`src/hdl/cfm_cfg.svh`:
```
`ifndef CFM_CFG_SVH
`define CFM_CFG_SVH

// clock and fault timing
`define CFM_CLK_HZ         10000000
`define CFM_TXDOM_US       360
`define CFM_TXDOM_CYC      ((`CFM_TXDOM_US * (`CFM_CLK_HZ / 1000000)) - 1)
`define CFM_CNT_W          12

// spi frame layout, msb first
`define CFM_FRAME_W        8
`define CFM_ADDR_HI        7
`define CFM_ADDR_LO        5
`define CFM_RW_BIT         4
`define CFM_DATA_HI        3
`define CFM_DATA_LO        0
`define CFM_BITCNT_W       3
`define CFM_ADDR_DONE_CNT  3'h3
`define CFM_LAST_BIT_CNT   3'h7

// register addresses
`define CFM_ADDR_MCR       3'h0
`define CFM_ADDR_CAN       3'h1
`define CFM_ADDR_IOR       3'h2
`define CFM_ADDR_INTERRUPT_CONFIG_REGISTER      3'h3

// can status bit positions
`define CFM_CAN_OC_BIT     0
`define CFM_CAN_OT_BIT     1
`define CFM_CAN_TXF_BIT    2
`define CFM_CAN_SLP_BIT    3

// interrupt config bit positions
`define CFM_INT_CANF_BIT   0
`define CFM_INT_RAIL_BIT   1
`define CFM_INT_SWOT_BIT   2
`define CFM_INT_SUP_BIT    3

// misc bit positions and codes
`define CFM_IOR_RAIL_BIT   0
`define CFM_MCR_GLOBAL_FAILURE_FLAG_BIT  3
`define CFM_CAN_SLEEP_CMD  4'h3
`define CFM_NIB_ZERO       4'h0

`endif

```
`src/hdl/cfm_pkg.sv`:
```
package cfm_pkg;
	// spi shift phase
	typedef enum logic [1:0] {
		CFM_SPI_IDLE = 2'b01,
		CFM_SPI_SHIFT = 2'b10
	} cfm_spi_t;
endpackage

```
`src/hdl/cfm_can_fault_monitor.sv`:
```
//  Function
// - low peripheral rail sets rail-low flag
// - rail-low may raise interrupt if enabled
// - low rail blocks CAN transmit and receive
// - main rail undervoltage, rail fed from main: reset, rail-low flag
// - TX low beyond 360 us disables driver
// - driver re-enabled when TX returns high
// - dominant timeout latches CAN status bit D2
// - timeout bit clears after condition gone, read
// - timeout sets global failure, may interrupt
// - overtemperature disables driver, sets flag
// - overtemperature interrupts if enabled, global failure
// - no transmit while hot, auto re-enable
// - overtemp bit clears after cooled and read
// - overcurrent detected, reported in status bit
// - overcurrent sets global failure, may interrupt
// - overcurrent bit clears after gone and read
// - byte frame: 3 address, rw, 4 data
// - sleep command puts CAN asleep immediately
// - interrupt enables held in config register
`timescale 1ns/1ps
`include "cfm_cfg.svh"

module cfm_can_fault_monitor
	import cfm_pkg::*;
(
	// clock and reset
	input  wire logic mclk_i,
	input  wire logic rst_n_i,
	// pin-level monitor inputs, asynchronous
	input  wire logic tx_i,
	input  wire logic periph_rail_low_i,
	input  wire logic main_rail_uv_i,
	input  wire logic rail_from_main_i,
	input  wire logic driver_overtemp_i,
	input  wire logic driver_overcurrent_i,
	input  wire logic bus_rx_i,
	input  wire logic switch_overtemp_i,
	input  wire logic supply_low_i,
	// spi slave pins
	input  wire logic spi_cs_n_i,
	input  wire logic spi_sclk_i,
	input  wire logic spi_mosi_i,
	output logic      spi_miso_o,
	output logic      spi_miso_oe_o,
	// transceiver control and status
	output logic      driver_en_o,
	output logic      rx_o,
	output logic      can_sleep_o,
	output logic      reset_n_o,
	output logic      int_o,
	output logic      global_failure_flag_o,
	output logic      periph_rail_low_flag_o
);

	// ------------------------------------------------------------
	// input synchronisers
	// ------------------------------------------------------------
	// every monitor pin and every spi pin crosses here
	// nothing downstream reads a raw pin
	// a level flipping near the edge settles in stage one
	// cost: a fixed latency, a pin change reaches
	// an output register on the third rising edge
	// so short glitches below one mclk may be missed
	localparam int NSYNC = 12;
	logic [NSYNC-1:0] async_in;
	logic [NSYNC-1:0] sync1_r, sync1_nxt, sync2_r, sync2_nxt;
	assign async_in = {supply_low_i, switch_overtemp_i, bus_rx_i, spi_mosi_i, spi_sclk_i, spi_cs_n_i,
		driver_overcurrent_i, driver_overtemp_i, rail_from_main_i, main_rail_uv_i, periph_rail_low_i, tx_i};

	// two flops per pin; first stage feeds only the second
	always_comb begin
		sync1_nxt = async_in;
		sync2_nxt = sync1_r;
	end
	always_ff @(posedge mclk_i) begin
		sync1_r <= sync1_nxt;
		sync2_r <= sync2_nxt;
	end

	logic tx_s, rail_low_s, main_uv_s, from_main_s, ot_s, oc_s;
	logic cs_n_s, sclk_s, mosi_s, brx_s, swot_s, suplow_s;
	assign {suplow_s, swot_s, brx_s, mosi_s, sclk_s, cs_n_s, oc_s, ot_s, from_main_s, main_uv_s, rail_low_s,
		tx_s} = sync2_r;

	// ------------------------------------------------------------
	// spi frame receiver
	// ------------------------------------------------------------
	// sclk, mosi and cs_n are oversampled on mclk
	// limitation: sclk half period of two mclk at least,
	// or an sclk edge is lost and the frame slips
	// frame: three address bits, rw, four data bits, msb first
	// read data leaves on the last four bits, first four are zero
	// cs_n rising before the eighth sclk edge drops the frame
	// a dropped frame changes no register
	cfm_spi_t                  spi_st_r, spi_st_nxt;
	logic                      sclk_d_r, sclk_d_nxt;
	logic [`CFM_BITCNT_W-1:0]  bit_cnt_r, bit_cnt_nxt;
	logic [`CFM_FRAME_W-1:0]   sh_in_r, sh_in_nxt;
	logic [`CFM_FRAME_W-1:0]   sh_out_r, sh_out_nxt;
	logic                      miso_r, miso_nxt;
	logic                      oe_r, oe_nxt;
	logic                      frame_done;
	logic [`CFM_FRAME_W-1:0]   frame;
	logic [`CFM_DATA_HI:0]     rd_data;

	// read mux feeding only the shift-out load once the address bits are in
	function automatic logic [`CFM_DATA_HI:0] reg_read(input logic [2:0] a, input logic [3:0] canst,
		input logic [3:0] interrupt_config_register, input logic rl, input logic gf);
		unique case (a)
			`CFM_ADDR_CAN:  reg_read = canst;
			`CFM_ADDR_INTERRUPT_CONFIG_REGISTER: reg_read = interrupt_config_register;
			`CFM_ADDR_IOR:  reg_read = {3'h0, rl};
			`CFM_ADDR_MCR:  reg_read = {gf, 3'h0};
			default:        reg_read = `CFM_NIB_ZERO;
		endcase
	endfunction

	// sample on rising sclk, shift out on falling; mode 0, msb first
	always_comb begin
		spi_st_nxt  = spi_st_r;
		sclk_d_nxt  = sclk_s;
		bit_cnt_nxt = bit_cnt_r;
		sh_in_nxt   = sh_in_r;
		sh_out_nxt  = sh_out_r;
		miso_nxt    = miso_r;
		oe_nxt      = !cs_n_s;
		frame_done  = 1'b0;
		frame       = {sh_in_r[`CFM_FRAME_W-2:0], mosi_s};
		unique case (spi_st_r)
			CFM_SPI_IDLE: begin
				bit_cnt_nxt = '0;
				if (!cs_n_s) begin
					spi_st_nxt = CFM_SPI_SHIFT;
					sh_out_nxt = '0;
					miso_nxt   = 1'b0;
				end
			end
			CFM_SPI_SHIFT: begin
				if (cs_n_s) begin
					spi_st_nxt = CFM_SPI_IDLE;
				end else if (sclk_s && !sclk_d_r) begin
					sh_in_nxt   = frame;
					bit_cnt_nxt = bit_cnt_r + 3'h1;
					if (bit_cnt_r == `CFM_ADDR_DONE_CNT) begin
						// address and rw known: load read data for the low nibble
						sh_out_nxt = {`CFM_NIB_ZERO, rd_data};
					end
					if (bit_cnt_r == `CFM_LAST_BIT_CNT) begin
						frame_done = 1'b1;
					end
				end else if (!sclk_s && sclk_d_r) begin
					miso_nxt   = sh_out_r[`CFM_DATA_HI];
					sh_out_nxt = {sh_out_r[`CFM_FRAME_W-2:0], 1'b0};
				end
			end
		endcase
	end

	always_ff @(posedge mclk_i) begin
		if (!rst_n_i) begin
			spi_st_r  <= CFM_SPI_IDLE;
			sclk_d_r  <= 1'b0;
			bit_cnt_r <= '0;
			sh_in_r   <= '0;
			sh_out_r  <= '0;
			miso_r    <= 1'b0;
			oe_r      <= 1'b0;
		end else begin
			spi_st_r  <= spi_st_nxt;
			sclk_d_r  <= sclk_d_nxt;
			bit_cnt_r <= bit_cnt_nxt;
			sh_in_r   <= sh_in_nxt;
			sh_out_r  <= sh_out_nxt;
			miso_r    <= miso_nxt;
			oe_r      <= oe_nxt;
		end
	end

	// ------------------------------------------------------------
	// fault supervision and registers
	// ------------------------------------------------------------
	// each can fault bit is latched: its cause sets it,
	// a can status read clears it, and a cause still present
	// on that read sets it again in the same cycle
	// so a host reading too early sees the fault once more
	// rather than losing it
	// the dominant timeout counts mclk cycles of a low tx;
	// the driver returns as soon as tx is high, flag or not
	// the rail-low flag is sticky, cleared by an io status read
	logic [`CFM_CNT_W-1:0] dom_cnt_r, dom_cnt_nxt;
	logic                  txdom_r, txdom_nxt;
	logic [3:0]            can_st_r, can_st_nxt;
	logic [3:0]            interrupt_config_register_r, interrupt_config_register_nxt;
	logic                  rail_flag_r, rail_flag_nxt;
	logic                  global_failure_flag_r, global_failure_flag_nxt;
	logic                  int_r, int_nxt;
	logic                  drv_r, drv_nxt, rx_r, rx_nxt, rst_out_r, rst_out_nxt;
	logic                  rail_bad, wr, rd_can, rd_ior;
	logic [2:0]            addr;
	logic [3:0]            wdata;

	// completed read frame aimed at one register; shared by the clear-on-read flags
	function automatic logic rd_hit(input logic done, input logic [`CFM_FRAME_W-1:0] f, input logic [2:0] a);
		rd_hit = done && !f[`CFM_RW_BIT] && (f[`CFM_ADDR_HI:`CFM_ADDR_LO] == a);
	endfunction

	assign addr    = frame[`CFM_ADDR_HI:`CFM_ADDR_LO];
	assign wdata   = frame[`CFM_DATA_HI:`CFM_DATA_LO];
	assign wr      = frame_done && frame[`CFM_RW_BIT];
	assign rd_can  = rd_hit(frame_done, frame, `CFM_ADDR_CAN);
	assign rd_ior  = rd_hit(frame_done, frame, `CFM_ADDR_IOR);
	assign rd_data = reg_read(sh_in_r[2:0], can_st_r, interrupt_config_register_r, rail_flag_r, global_failure_flag_r);
	// a main-rail dip starves a rail fed from it, so it counts as low too
	assign rail_bad = rail_low_s || (from_main_s && main_uv_s);

	always_comb begin
		// count runs only while tx is low; any high restarts it
		dom_cnt_nxt = tx_s ? '0 : dom_cnt_r;
		txdom_nxt   = txdom_r;
		if (tx_s) begin
			txdom_nxt = 1'b0;
		end else if (dom_cnt_r == `CFM_CNT_W'(`CFM_TXDOM_CYC)) begin
			txdom_nxt = 1'b1;
		end else begin
			dom_cnt_nxt = dom_cnt_r + `CFM_CNT_W'(1);
		end
		can_st_nxt = can_st_r;
		interrupt_config_register_nxt   = interrupt_config_register_r;
		// read clears a bit only once its cause has gone; a live cause sets it again
		if (rd_can) begin
			can_st_nxt[`CFM_CAN_TXF_BIT] = 1'b0;
			can_st_nxt[`CFM_CAN_OT_BIT]  = 1'b0;
			can_st_nxt[`CFM_CAN_OC_BIT]  = 1'b0;
		end
		if (wr && addr == `CFM_ADDR_INTERRUPT_CONFIG_REGISTER) begin
			interrupt_config_register_nxt = wdata;
		end
		if (wr && addr == `CFM_ADDR_CAN) begin
			can_st_nxt[`CFM_CAN_SLP_BIT] = (wdata == `CFM_CAN_SLEEP_CMD);
		end
		if (txdom_nxt) begin
			can_st_nxt[`CFM_CAN_TXF_BIT] = 1'b1;
		end
		if (ot_s) begin
			can_st_nxt[`CFM_CAN_OT_BIT] = 1'b1;
		end
		if (oc_s) begin
			can_st_nxt[`CFM_CAN_OC_BIT] = 1'b1;
		end
		rail_flag_nxt = rail_bad || (rail_flag_r && !rd_ior);
		global_failure_flag_nxt     = |can_st_nxt[`CFM_CAN_OT_BIT:`CFM_CAN_OC_BIT] || can_st_nxt[`CFM_CAN_TXF_BIT];
		int_nxt       = (interrupt_config_register_r[`CFM_INT_CANF_BIT] && global_failure_flag_nxt)
			|| (interrupt_config_register_r[`CFM_INT_RAIL_BIT] && rail_flag_nxt)
			|| (interrupt_config_register_r[`CFM_INT_SWOT_BIT] && swot_s)
			|| (interrupt_config_register_r[`CFM_INT_SUP_BIT] && suplow_s);
		// driver off on timeout, heat, low rail or sleep; back on as each clears
		drv_nxt     = !txdom_nxt && !ot_s && !rail_bad && !can_st_nxt[`CFM_CAN_SLP_BIT];
		rx_nxt      = (rail_bad || can_st_nxt[`CFM_CAN_SLP_BIT]) ? 1'b1 : brx_s;
		rst_out_nxt = !(from_main_s && main_uv_s);
	end

	// registers only; every decision sits in the process above
	always_ff @(posedge mclk_i) begin
		if (!rst_n_i) begin
			dom_cnt_r   <= '0;
			txdom_r     <= 1'b0;
			can_st_r    <= `CFM_NIB_ZERO;
			interrupt_config_register_r      <= `CFM_NIB_ZERO;
			rail_flag_r <= 1'b0;
			global_failure_flag_r     <= 1'b0;
			int_r       <= 1'b0;
			drv_r       <= 1'b0;
			rx_r        <= 1'b1;
			rst_out_r   <= 1'b0;
		end else begin
			dom_cnt_r   <= dom_cnt_nxt;
			txdom_r     <= txdom_nxt;
			can_st_r    <= can_st_nxt;
			interrupt_config_register_r      <= interrupt_config_register_nxt;
			rail_flag_r <= rail_flag_nxt;
			global_failure_flag_r     <= global_failure_flag_nxt;
			int_r       <= int_nxt;
			drv_r       <= drv_nxt;
			rx_r        <= rx_nxt;
			rst_out_r   <= rst_out_nxt;
		end
	end

	// outputs straight from flops
	// every output is a register, so the host and the transceiver
	// never see a glitch from the decode above
	assign spi_miso_o             = miso_r;
	assign spi_miso_oe_o          = oe_r;
	assign driver_en_o            = drv_r;
	assign rx_o                   = rx_r;
	assign can_sleep_o            = can_st_r[`CFM_CAN_SLP_BIT];
	assign reset_n_o              = rst_out_r;
	assign int_o                  = int_r;
	assign global_failure_flag_o  = global_failure_flag_r;
	assign periph_rail_low_flag_o = rail_flag_r;

endmodule

```
`config.mk`:
```
export PLATFORM = sky130hd
export DESIGN_NAME = cfm_can_fault_monitor
export DESIGN_NICKNAME = d
export VERILOG_FILES = /design/src/hdl/cfm_pkg.sv /design/src/hdl/cfm_can_fault_monitor.sv
export VERILOG_INCLUDE_DIRS = /design/src /design/src/hdl
export SDC_FILE = /design/constraint.sdc
export NUM_CORES = 1
export LEC_CHECK = 0
export BUFFER_PORTS_ARGS = -buffer_cell sky130_fd_sc_hd__buf_4
export CORE_ASPECT_RATIO = 0.9
export CORE_MARGIN = 4
export CORE_UTILIZATION = 50
export CTS_BUF_LIST = sky130_fd_sc_hd__clkbuf_8
export DETAILED_ROUTE_END_ITERATION = 10
export PLACE_DENSITY = 0.73
export SYNTH_ARGS = -nofsm -noshare
export SYNTH_HDL_FRONTEND = slang
export SYNTH_SLANG_ARGS = --single-unit
```
`constraint.sdc`:
```
create_clock -name mclk_i -period 2.5 [get_ports mclk_i]
set_input_delay 0.5 -clock mclk_i [delete_from_list [all_inputs] [get_ports mclk_i]]
set_output_delay 0.5 -clock mclk_i [all_outputs]
set_load 0.01 [all_outputs]
```
Word-level counts from Yosys, hierarchy flattened --
Cells that the tools add are included.
Operators by class: eq/ne operators 20, multiplexer cells 32, reduce and logical (&&, ||, !) cells 42, add/sub/neg operators 2, bitwise operators 2
Operator list (count):
- 2-to-1 mux 12 bit | 3
- 2-to-1 mux 4 bit | 5
- logical AND 1 bit | 17
- case mux 4 bit (4 select lines) | 1
- == test 3 x 2 -> 1 bit (second input constant) | 5
- 2-to-1 mux 1 bit | 14
- adder 12 x 1 -> 12 bit (second input constant) | 1
- == test 12 bit (second input constant) | 1
- != test 2 bit (second input constant) | 6
- logical NOT 1 bit | 10
- 2-to-1 mux 3 bit | 3
- case mux 4 bit (2 select lines) | 1
- AND reduction 4 bit | 2
- logical OR 1 bit | 7
- == test 3 x 1 -> 1 bit (second input constant) | 2
- != test 3 bit (second input constant) | 2
- case mux 3 bit (2 select lines) | 1
- == test 4 x 2 -> 1 bit (second input constant) | 1
- 2-to-1 mux 2 bit | 2
- case mux 2 bit (2 select lines) | 1
- AND reduction 2 bit | 2
- OR reduction 2 bit | 2
- adder 3 x 1 -> 3 bit (second input constant) | 1
- == test 3 bit (second input constant) | 1
- 6 further kinds | 7
Word-level totals: register bits after elaboration 70, input port bits 14, output and inout port bits 9, word-level logic and storage cells 117

Logic depth before layout (Yosys ltp) --
Gate-level depths: netlist of run 1.
depth after elaboration 15, depth in mapped cells 7, depth with buffers taken out 7

Worst setup path after synthesis of run 1 --
OpenSTA, ideal clock, no wires.
kind reg2reg, from register bit_cnt_r[0], to register int_r, in the netlist int_o, arrival 1.682 ns, period minus slack after synthesis 1.803 ns, setup time 0.122 ns, path slack 0.697 ns, cell stages (with the launch flop) 8, cells stage by stage dfxtp_1 ha_1 ha_1 nor3b_1 nand4_1 a2bb2oi_2 o211ai_2 a221o_1
Between the ends: longest elaborated chain between the ends 15
RTL lines:
- start, declared | RTL line cfm_can_fault_monitor.sv:98 | logic [`CFM_BITCNT_W-1:0] bit_cnt_r, bit_cnt_nxt;
- start signal, assigned | RTL line cfm_can_fault_monitor.sv:172 | bit_cnt_r <= bit_cnt_nxt;
- == test 3 bit (no line) *
- 2-to-1 mux 1 bit * | RTL line cfm_can_fault_monitor.sv:149 | if (bit_cnt_r == `CFM_LAST_BIT_CNT) begin
- 2-to-1 mux 1 bit * | RTL line cfm_can_fault_monitor.sv:142 | end else if (sclk_s && !sclk_d_r) begin
- 2-to-1 mux 1 bit * | RTL line cfm_can_fault_monitor.sv:140 | if (cs_n_s) begin
- 2-to-1 mux 1 bit * | RTL line cfm_can_fault_monitor.sv:130 | unique case (spi_st_r)
- logical AND 1 bit * | RTL line cfm_can_fault_monitor.sv:205 | rd_hit = done && !f[`CFM_RW_BIT] && (f[`CFM_ADDR_HI:`CFM_ADDR_LO] == a);
- logical AND 1 bit | RTL line cfm_can_fault_monitor.sv:205
- 2-to-1 mux 3 bit | RTL line cfm_can_fault_monitor.sv:231 | if (rd_can) begin
- 2-to-1 mux 1 bit (on tied branches) | RTL line cfm_can_fault_monitor.sv:248, cfm_can_fault_monitor.sv:245
- OR reduction 2 bit | RTL line cfm_can_fault_monitor.sv:252 | global_failure_flag_nxt = |can_st_nxt[`CFM_CAN_OT_BIT:`CFM_CAN_OC_BIT] || can_st_nxt[`CFM_CAN_TXF_BIT];
- logical OR 1 bit | RTL line cfm_can_fault_monitor.sv:252
- logical AND 1 bit | RTL line cfm_can_fault_monitor.sv:253 | int_nxt = (interrupt_config_register_r[`CFM_INT_CANF_BIT] && global_failure_flag_nxt)
- logical OR 1 bit * (3 in series) | RTL line cfm_can_fault_monitor.sv:253
- end signal, assigned | RTL line cfm_can_fault_monitor.sv:283 | int_r <= int_nxt;
- end, declared | RTL line cfm_can_fault_monitor.sv:197 | logic int_r, int_nxt;
Mark *: on every way between the ends. The rest lies on a longest branch, timed or not. A chain may end at the register's enable or synchronous reset.

Worst setup path after layout of run 1 --
Same ends and word-level chain as after synthesis.

==> run summary, run 1 <==
The core occupancy in the finished layout was 0.6084; the final setup TNS was 0 ps. In this run the cell area measured after placement is 2709 um2. Setup repair after global routing left no endpoint under its margin. Max-cap violations in this run came to 0. The tools report the clock tree root driver cell as sky130_fd_sc_hd__clkbuf_8. The die covers 6158 um2. The analysis attributes to cell leakage a power of 0.001171 uW.

Dividing total power by cell area gives a power density of 776.9 nW/um2. After synthesis the netlist holds a flip-flop and latch count of 70. For this design the top-level I/O count stands at 23. The final-report max-slew violation count is 0, and the number of instances in the synthesized netlist is 250.

The later pin in the worst-skew pair is clocked with a latency of 340 ps. The top cell types in the final layout, fill and taps aside, are sky130_fd_sc_hd__dfxtp_1, sky130_fd_sc_hd__nand2_1, sky130_fd_sc_hd__nor2_1, sky130_fd_sc_hd__buf_4, sky130_fd_sc_hd__a21oi_1. The depth of the worst hold-timing path was 1; the peak clock frequency supported by timing was 0.5037 GHz. The run gives 348 as the post-layout instance count excluding filler cells. In this run the worst path has a maximum fanout of 3. The tools report the area used by sequential logic in the layout as 1401 um2.

The run finished with clean final reports. After layout, the minimum clock period comes to 1985 ps. The startpoint type of the worst setup path is a flip-flop.

TritonCTS built the clock tree. Dividing the detail-routed wire length by the instance count gives 12.47 um. Including well taps, the total number of placed cells is 332.

For this design, the sink count on the clock tree is 70. Count of vias placed by the detailed router: 1,789. Slew at the pin closest to its max-slew limit: 472.5 ps. For the number of warnings reported in the yosys synthesis log, the log shows 0.

For the global placer's final weighted congestion, the log shows 0.7990. The number of global-route vias before repair is 1,602, and the first-pass iteration count of the detailed router is 4. The worst-case IR drop observed on VDD is 0.5804 mV. Post-layout net count: 296. Using the TritonRoute via totals, the vias-per-cell ratio works out to 5.141.

The chip width was 82.27 um. For the overall track demand over capacity in global routing, the log shows 0.1616. The logs give 0 for the initial antenna violation count and 9 for the total CTS buffers. After floorplanning, the core was sized to cover 4835 um2.

The synthesis-to-finish area growth was 18.50%; the residual overflow from global routing was 0. In the final layout, the multi-input gates occupy 1020 um2. Final worst-path cycle share: 0.7940.

The final-report hold violation count was 0. The signal on the critical path passes through ha_1 -> ha_1 -> nor3b_1 -> nand4_1 -> a2bb2oi_2 -> o211ai_2 -> a221o_1. Endpoint class of the critical path: a flip-flop. The tools report the detailed-route DRC error count as 0. The endpoint arrival time on the critical path came out at 2220 ps. Leaving out fill and tap cells, the most frequent cell in the layout is sky130_fd_sc_hd__dfxtp_1. The tools report the worst-case clock buffer depth as 2.

For the first-pass GRT wire length, the log shows 7320 um. The run gives 0 as the post-CTS setup repair buffer count. By startpoint and endpoint, the worst setup path is classified as flip-flop to flip-flop. The number of design-rule violations left by the first detailed-router iteration is 112, and the final setup violation count is 0.

The fraction of layout instances using a drive strength above 1 was 0.1837. In this run the remaining antenna-violating nets after routing total 0. The min-delay analysis places its worst path in the category primary input to flip-flop.

The slowest stage cell on the critical path was sky130_fd_sc_hd__dfxtp_1. By instance count, the cell type seen most on the critical path is sky130_fd_sc_hd__ha_1. The die span in y works out to 74.85 um.

Sum of routed wire length over all layers: 4341 um. Between clock sinks in the finished design, the worst skew comes to 5.752 ps. Entering global routing, the biggest net connects 16 pins.

The headroom to the max-slew limit was 0.6826; the clock input transition at the sequential cells of the worst setup and hold paths was 70 ps. The logs give 2482 um2 for the cell area after synthesis and 0.5645 for the part of the Yosys area used for sequential elements. The detailed placer's ending HPWL is 3124 um, and the quantity of hold-fixing buffers added after cts is 0.

After routing the design area is 2942 um2. Buffers placed on the I/O ports in this run total 22. Once the clock tree was built, the resizer swapped 0 gates to a different size. The number of nets handed over by synthesis was 268. After synthesis, the netlist uses 43 different library cells. Data on the critical path is required at its endpoint by 2730 ps. The final-layout fill cell count was 425; the count of cells along the worst register-to-register path was 7. The number of antenna diodes in the final layout is 0.

The average footprint of a synthesized cell works out to 9.930 um2. After floorplanning, the core was divided into 24 placement rows. The H-tree depth is 3, and the maximum cell stage delay along the critical path is 360 ps.

The run gives 0.5135 as the initial core utilization.
[state kept, by name, summed over array words and instances (netlist names), 2 cells and up]
register,flops
spi_st_r,2
sh_out_r,4
can_st_r,4
sh_in_r,7
sync2_r,12
interrupt_config_register_r,4
sync1_r,12
bit_cnt_r,3
dom_cnt_r,12
[through the flow]
| step | setup WS, ps | power [uW] | hold WS, ps |
|---|---|---|---|
| floorplan | 696.6 | 1248 | 309.6 |
| global placement | 583.9 | 1287 | 309.9 |
| CTS | 492.8 | 2313 | 232.5 |
| finish | 514.9 | 2285 | 253.5 |
| global route | 315.6 | 2377 | 228.7 |
| detailed placement | 497.3 | 1291 | 312.8 |
[logic make-up after synthesis]
group / count (synthesis) / share of synthesized area
buf+inv: 14 / 0.02470
simple gates: 107 / 0.2233
fa+ha+maj: 4 / 0.02016
flops: 70 / 0.5645
xor+xnor: 9 / 0.03176
mux: 10 / 0.04234
compound gates: 36 / 0.09325
[final timing paths]
path                        startpoint          to  slack (ps)
setup / recovery          bit_cnt_r[0]       int_o         510
hold / removal    driver_overcurrent_i  sync1_r[5]         250
setup reg to reg          bit_cnt_r[0]       int_o         510
hold reg to reg             sync1_r[8]  sync2_r[8]         330
[synthesized netlist by cell type, drive strengths merged]
master   instances  share of area
dfxtp           70           0.56
nand2           32          0.051
nor2            30          0.045
a21oi           16          0.034
inv              7          0.011
nand4            7          0.018
a31oi            6          0.015
mux2i            6          0.024
nand3            6          0.012
o21ai            6          0.014
xor2             6          0.021
clkbuf           5         0.0076
nor3             5          0.012
ha               4          0.020
mux2             4          0.018
nand2b           4          0.010
and2             3         0.0076
nand3b           3         0.0091
nor3b            3          0.014
or3              3         0.0076
xnor2            3          0.011
a22oi            2         0.0060
and3             2         0.0050
and4b            2         0.0081
buf              2         0.0066
nor2b            2         0.0050
a211oi           1         0.0030
a221o            1         0.0040
a22o             1         0.0035
a2bb2oi          1         0.0060
and2b            1         0.0030
and4             1         0.0035
nand4b           1         0.0035
nor4             1         0.0025
nor4b            1         0.0060
o211ai           1         0.0050
o31ai            1         0.0030
[report_power, final]
group	internal [uW]	leakage, uW	switching [uW]	total, uW
Combinational	45.0	0.000479	47.4	92.4
Clock	616	0.000116	406	1020
Sequential	1150	0.000577	21.3	1170
Total	1810	0.00117	475	2290
[worst max-delay path, delay by kind of cell, from the launching register on]
| kind | cells | cell delay [ps] |
|---|---|---|
| AOI/OAI and AO/OA | 3 | 640 |
| adders and majority gates | 2 | 340 |
| DFF | 1 | 360 |
| and+or+nand+nor | 2 | 530 |
[metal layers]
layer | GRT usage | wire length, um | vias to the layer above
met5 | 0 | 0 | -
met4 | 0.07196 | 58 | 0
met3 | 0.07177 | 237 | 7
met2 | 0.2251 | 1898 | 38
met1 | 0.2158 | 2147 | 829
li1 | - | - | 915
[cell type report]
cell class	count	share of cell area
repair buffers	24	0.06125
inverters	7	0.008932
multi-input cells	166	0.3467
flip-flops and latches	70	0.4764
well taps	65	0.02765
clock buffers	11	0.05147
clock inverters	5	0.02765
(Power assumes the default switching activity.)
==> inputs of run 2 (changes only) <==
Clock period 2.5 ns to 2.1 ns, I/O delays scaled along.
==> run summary, run 2 (synthesized netlist as in run 1, its figures left out) <==
In this run the critical register-to-register path is launched from dom_cnt_r[0]. The required time of the critical path was 2320 ps (-410 ps). In this run the most critical hold path is launched from spi_mosi_i. The ratio of total power to cell area was 855.8 nW/um2 (+10%). The fraction of power consumed by the clock network is 0.394 (-0.053).

The run gives 0 (unchanged) as the initial antenna violation count. The final worst-path cycle share was 0.9041 (+0.1100). The startpoint type of the worst setup path is a flip-flop.

The logs give 2120 ps (-100 ps) for the endpoint arrival time on the critical path and 0 (unchanged) for the residual overflow from global routing. The endpoint identified for the worst register-to-register timing path is int_o. The run gives 2 (unchanged) as the worst-case clock buffer depth. Antenna diode count: 0 (unchanged). Setup repair after global routing left no endpoint under its margin.

The H-tree depth is 3 (unchanged), and the initial core utilization is 0.5135 (unchanged). The post-layout net count is 298 (+0.68%), and the slew at the pin closest to its max-slew limit is 511.2 ps (+38.71 ps). The die span in y works out to 74.85 um (unchanged). The number of maximum-capacitance constraint violations came out at 0 (unchanged).

The largest registers in the layout are dom_cnt_r (12), sync1_r (12), sync2_r (12). The run gives 0.046 (+0.006) as the relative contribution of combinational cells to total power. Number of global-route vias before repair: 1,625 (+1.4%). The number of buffer and inverter stages on the critical path works out to 0 (unchanged).

TritonCTS built the clock tree. The run gives 1980 uW (+9.3%) as the internal power component. The via density per instance is 5.236 (+1.9%), and the final-layout fill cell count is 424 (-0.24%). The count of vias placed by the detailed router is 1,817 (+1.6%). The logs give 9 (unchanged) for the total CTS buffers and 0 (unchanged) for the detailed-route DRC error count. The final setup violation count came out at 0 (unchanged). The worst hold path terminates at sync1_r[8]. The remaining antenna violation count was 0 (unchanged); the area used by sequential logic in the layout was 1401 um2 (unchanged).

The clock period minus final worst setup slack is 1899 ps (-86.53 ps). The count of clock tree sinks is 70 (unchanged). The peak clock frequency supported by timing was 0.5267 GHz (+4.6%).

The core footprint came out at 4835 um2 (unchanged). Routed wire length per instance: 13.11 um (+5.1%). The run gives 0.001166 uW (-0.41%) as the leakage power summed over all cells. The global placer's final weighted congestion is 0.8111 (+1.5%).

Among all stages on the critical path, the largest delay is contributed by sky130_fd_sc_hd__a31oi_1. In the layout the commonest cells are sky130_fd_sc_hd__dfxtp_1, sky130_fd_sc_hd__nand2_1, sky130_fd_sc_hd__nor2_1, sky130_fd_sc_hd__buf_4, sky130_fd_sc_hd__a21oi_1. Startpoint-to-endpoint class of the critical path: flip-flop to flip-flop. The area growth from synthesis to layout is 17.39%. The switching share of total power came out at 0.2060 (-0.001645).

The maximum number of pins on one net before global-route repair is 14 (-2), and the sum of routed wire length over all layers is 4549 um (+4.8%). The count of input and output buffers was 22 (unchanged). The tools report the area of the die as 6158 um2 (unchanged). The worst setup path is captured at a flip-flop. The number of top-level pins is 23 (unchanged). Leaving out fill and tap cells, the most frequent cell in the layout is sky130_fd_sc_hd__dfxtp_1. The logs give 0 ps (unchanged) for the final setup TNS and 65 (-42%) for the number of design-rule violations left by the first detailed-router iteration. The dominant delay contributor by cell family on the critical path was compound AO/OA/AOI/OAI gates. The tools report the peak ir drop on the vdd network as 0.5551 mV (-4.4%). Kind of path behind the tightest hold check: primary input to flip-flop.

The maximum cell stage delay along the critical path works out to 360 ps (about the same). The signal on the critical path passes through ha_1 -> and4b_1 -> a31oi_1 -> a2bb2oi_2 -> o211ai_2 -> a221o_1. The final-report hold violation count is 0 (unchanged), and the post-place setup slack is 102.7 ps (-394.6 ps). The total area of multi-input combinational cells is 1033 um2 (+1.3%), and the flop-to-flop setup slack is 200 ps (-310 ps). For the fraction of power consumed by sequential logic, the log shows 0.560 (+0.047). Headroom to the max-slew limit: 0.6566 (-0.02601). The chip width was 82.27 um (unchanged); the switching power summed over all nets was 513.7 uW (+8.3%). The depth of the worst hold-timing path is 1 (unchanged). The maximum fanout count along the critical path was 4 (+1). The run gives 4 (unchanged) as the first-pass iteration count of the detailed router. The final setup skew came out at 3.922 ps (-1.830 ps). The run gives 0.1653 (+0.003675) as the overall track demand over capacity in global routing. For the detailed placer's ending HPWL, the log shows 3214 um (+2.9%). The clock input transition at the sequential cells of the worst setup and hold paths was 60 ps (about the same). The quantity of hold-fixing buffers added after cts came out at 0 (unchanged).

Clock tree synthesis selected as its root buffer the cell sky130_fd_sc_hd__clkbuf_8. The row count came out at 24 (unchanged). The count of cells along the worst register-to-register path came out at 6 (-1). The run finished with clean final reports. The first-pass GRT wire length came out at 7348 um (+0.38%). The tools report the clock latency on the worst-skew pair as 340 ps (about the same). The fraction of layout instances using a drive strength above 1 came out at 0.1809 (-0.002895). The worst-case setup margin in the final layout came out at 201.4 ps (-313.5 ps). For the final-report max-slew violation count, the log shows 0 (unchanged).
-- run 2: cell count changes in the layout (fill, tap and decap cells not counted) --
cell / previous run / this run
sky130_fd_sc_hd__clkinv_4: 1 / 0
sky130_fd_sc_hd__nor4b_4: 0 / 1
sky130_fd_sc_hd__nor3b_1: 2 / 1
sky130_fd_sc_hd__buf_4: 24 / 26
sky130_fd_sc_hd__inv_1: 7 / 8
sky130_fd_sc_hd__clkinvlp_4: 1 / 0
sky130_fd_sc_hd__nor3b_2: 0 / 1
sky130_fd_sc_hd__bufinv_16: 2 / 1
sky130_fd_sc_hd__nor4b_2: 1 / 0
sky130_fd_sc_hd__clkbuf_8: 11 / 10
-- run 2: worst max-delay path by stage --
stage	startpoint	end	cells after the start
floorplan	bit_cnt_r[0]	int_o	7
global placement	bit_cnt_r[0]	int_o	7
detailed placement	bit_cnt_r[0]	int_o	7
CTS	bit_cnt_r[0]	int_o	7
global route	bit_cnt_r[0]	sh_out_r[2]	7
finish	dom_cnt_r[0]	int_o	6
-- run 2: area by class of cell --
cell class	instances	area share
Tap cell	65	0.02791
Clock buffer	10	0.04723
Timing Repair Buffer	26	0.06698
Sequential cell	70	0.4809
Clock inverter	3	0.01331
Multi-Input combinational cell	166	0.3547
Inverter	7	0.009017
-- run 2: power groups by stage --
| stage | registers, uW | logic (uW) | clock network (uW) |
|---|---|---|---|
| final | 1400 | 116 | 982 |
| after global routing | 1400 | 127 | 1080 |
| after CTS | 1400 | 115 | 1020 |
| after detailed placement | 1430 | 114 | 0 |
| after global placement | 1420 | 112 | 0 |
| after floorplan | 1420 | 66.2 | 0 |
-- run 2: repair_timing --
item / 4_1_cts / 5_1_grt
hold endpoints to repair: 0 / 0
endpoints found under the setup margin: 0 / 3
setup buffers: 0 / 0
resized for setup: 0 / 2
-- run 2: worst reg2reg max path, delay by kind of cell, from the launching register on --
family          cells  cell delay (ps)
compound gates      4              990
flops               1              340
fa+ha+maj           1              240
simple gates        1              210
-- run 2: per-stage QoR --
| stage | power (uW) | instance area [um2] | std cells | hold slack [ps] | utilization |
|---|---|---|---|---|---|
| final | 2494 | 2914 | 347 | 179.1 | 0.6027 |
| after global routing | 2602 | 2914 | 347 | 150.8 | 0.6027 |
| after CTS | 2529 | 2900 | 347 | 159.5 | 0.5999 |
| after detailed placement | 1540 | 2724 | 334 | 312.1 | 0.5634 |
| after global placement | 1535 | 2724 | 334 | 310.6 | 0.5634 |
| after floorplan | 1486 | 2482 | 250 | 309.6 | - |
-- run 2: layer usage --
metal | global-route usage | up-vias | wire (um)
met2 | 0.2349 | 47 | 2039
met3 | 0.08612 | 7 | 300
met5 | 0 | - | 0
met1 | 0.2116 | 839 | 2159
met4 | 0.06642 | 0 | 50
li1 | - | 924 | -
==> inputs of run 3 (changes only) <==
Settings changed: CORE_MARGIN 4 to not set, CORE_UTILIZATION 50 to 51, PLACE_DENSITY 0.73 to 0.74.
==> run summary, run 3 (synthesized netlist as in run 1, its figures left out) <==
The run finished with clean final reports. Leaving out fill and tap cells, the most frequent cells in the layout are sky130_fd_sc_hd__dfxtp_1, sky130_fd_sc_hd__nand2_1, sky130_fd_sc_hd__nor2_1, sky130_fd_sc_hd__buf_4, sky130_fd_sc_hd__a21oi_1. The number of top-level pins is 23 (unchanged), and the cell count after placement is 331 (-0.90%).

The logs give 340 ps (about the same) for the clock latency on the worst-skew pair and 0.5425 (+0.02906) for the initial core utilization. Clock tree root driver cell: sky130_fd_sc_hd__clkbuf_8. The total CTS buffers is 9 (unchanged). The worst setup path is launched from a flip-flop. The clock input transition at the sequential cells of the worst setup and hold paths was 70 ps (about the same).

The die span in y was 68.19 um (-8.9%). TritonCTS built the clock tree. The final setup violation count is 0 (unchanged), and the total chip power is 2654 uW (+6.4%).

The number of design-rule violations left by the first detailed-router iteration is 109 (+68%), and the first-pass GRT wire length is 7038 um (-4.2%). The post-layout net count was 298 (unchanged). The tools report the peak ir drop on the vdd network as 0.5697 mV (+2.6%).

The tools report the endpoint class of the critical path as a flip-flop. For the area of the die, the log shows 5151 um2 (-16%). The tools report the final-report max-slew violation count as 0 (unchanged). Final setup skew: 5.561 ps (+1.638 ps). The peak clock frequency supported by timing is 0.5282 GHz (+0.29%), and the routed wire length per instance is 12.33 um (-6.0%).

The overall track demand over capacity in global routing is 0.1938 (+0.02846), and the ratio of total power to cell area is 902.7 nW/um2 (+5.5%). The endpoint arrival time on the critical path is 2120 ps (about the same), and the slew at the pin closest to its max-slew limit is 476.1 ps (-35.16 ps). Relative to the synthesized area, the layout overhead comes to 18.45%. Number of global-route vias before repair: 1,533 (-5.7%). The headroom to the max-slew limit came out at 0.6802 (+0.02362). Post-layout instance count excluding filler cells: 347 (unchanged). The run gives 0 (unchanged) as the post-CTS setup repair buffer count.

The final worst-path cycle share was 0.9015 (-0.002618); the first-pass iteration count of the detailed router was 6 (+2). The global placer's final weighted congestion is 0.7859 (-3.1%), and the maximum fanout count along the critical path is 3 (-1). The row count came out at 23 (-4.2%). The detailed placer's ending HPWL came out at 2969 um (-7.6%).

The sum of routed wire length over all layers was 4277 um (-6.0%). The core occupancy in the finished layout was 0.6426 (+0.03986); the leakage power summed over all cells was 0.001190 uW (+2.0%). The via density per instance works out to 5.112 (-2.4%).

The tools report the maximum number of pins on one net before global-route repair as 16 (+2). The run gives 2330 ps (about the same) as the required time of the critical path. The run gives 4576 um2 (-5.4%) as the core footprint. The clock period minus final worst setup slack is 1893 ps (-5.497 ps), and the number of maximum-capacitance constraint violations is 0 (unchanged).

The initial antenna violation count was 0 (unchanged); the count of input and output buffers was 22 (unchanged). For the remaining antenna violation count, the log shows 0 (unchanged). The count of clock tree sinks was 70 (unchanged). The tightest min-delay check is of the primary input to flip-flop type. The library cell used most frequently in the layout, excluding fill and tap cells, is sky130_fd_sc_hd__dfxtp_1. The residual overflow from global routing was 0 (unchanged); the fraction of layout instances using a drive strength above 1 was 0.1860 (+0.005114).

The count of vias placed by the detailed router is 1,774 (-2.4%). The startpoint-to-endpoint class of the critical path is flip-flop to flip-flop. Final-report hold violation count: 0 (unchanged). Setup repair after global routing left no endpoint under its margin.

The tools report the H-tree depth as 3 (unchanged). In the final layout, the registers with the most flip-flops are dom_cnt_r (12), sync1_r (12), sync2_r (12). The detailed-route DRC error count came out at 0 (unchanged). The worst-case clock buffer depth is 2 (unchanged), and the chip width is 75.54 um (-8.2%). The tools report the final setup TNS as 0 ps (unchanged). The antenna diode count came out at 0 (unchanged).
## run 3: path summary, 6_finish.rpt
kind                     start    endpoint  slack (ps)  cells after the start
setup / recovery  bit_cnt_r[0]       int_o         210                      7
setup reg to reg  bit_cnt_r[0]       int_o         210                      7
hold reg to reg     sync1_r[7]  sync2_r[7]         320                      0
hold / removal      spi_cs_n_i  sync1_r[6]         180                      1
## run 3: layer usage
layer	up-vias	wire, um	part of all wire	GRT usage
met5	-	0	0	0
met4	0	98	0.023	0.1042
met3	9	189	0.044	0.07953
met2	36	1699	0.40	0.2522
met1	809	2288	0.53	0.2689
li1	920	-	-	-
## run 3: what timing repair did
| action | in CTS | in global routing |
|---|---|---|
| hold buffers | 0 | 0 |
| gates resized for setup | 0 | 1 |
| endpoints found under the hold margin | 0 | 0 |
| endpoints found under the setup margin | 0 | 1 |
## run 3: worst max-delay path, stage by stage (launching register included)
cell                        delay [ps]
sky130_fd_sc_hd__dfxtp_1           350
sky130_fd_sc_hd__ha_1              180
sky130_fd_sc_hd__ha_1              170
sky130_fd_sc_hd__nor3b_2           220
sky130_fd_sc_hd__nand4_1           200
sky130_fd_sc_hd__a2bb2oi_2         230
sky130_fd_sc_hd__o211ai_2          130
sky130_fd_sc_hd__a221o_1           300
## run 3: area by class of cell
cell class | instances | area, um2
fillers | 373 | 1635
flip-flops and latches | 70 | 1401
multi-input cells | 166 | 1025
repair buffers | 26 | 195.2
clock buffers | 10 | 137.6
clock inverters | 6 | 77.57
well taps | 62 | 77.57
inverters | 7 | 26.28
## run 3: report_power, final
group	total, uW	internal, uW	switching (uW)
logic	112	54.6	57.4
registers	1400	1370	26.1
clock network	1150	688	458
## run 3: through the flow
stage / instance area, um2 / setup WS [ps] / hold slack, ps
6_report: 2940 / 206.9 / 178.5
5_1_grt: 2940 / 27.15 / 150.7
4_1_cts: 2935 / 88.88 / 159.4
3_5_place_dp: 2720 / 110.9 / 312.1
3_3_place_gp: 2720 / 201.4 / 310.5
2_1_floorplan: 2482 / 296.6 / 309.6
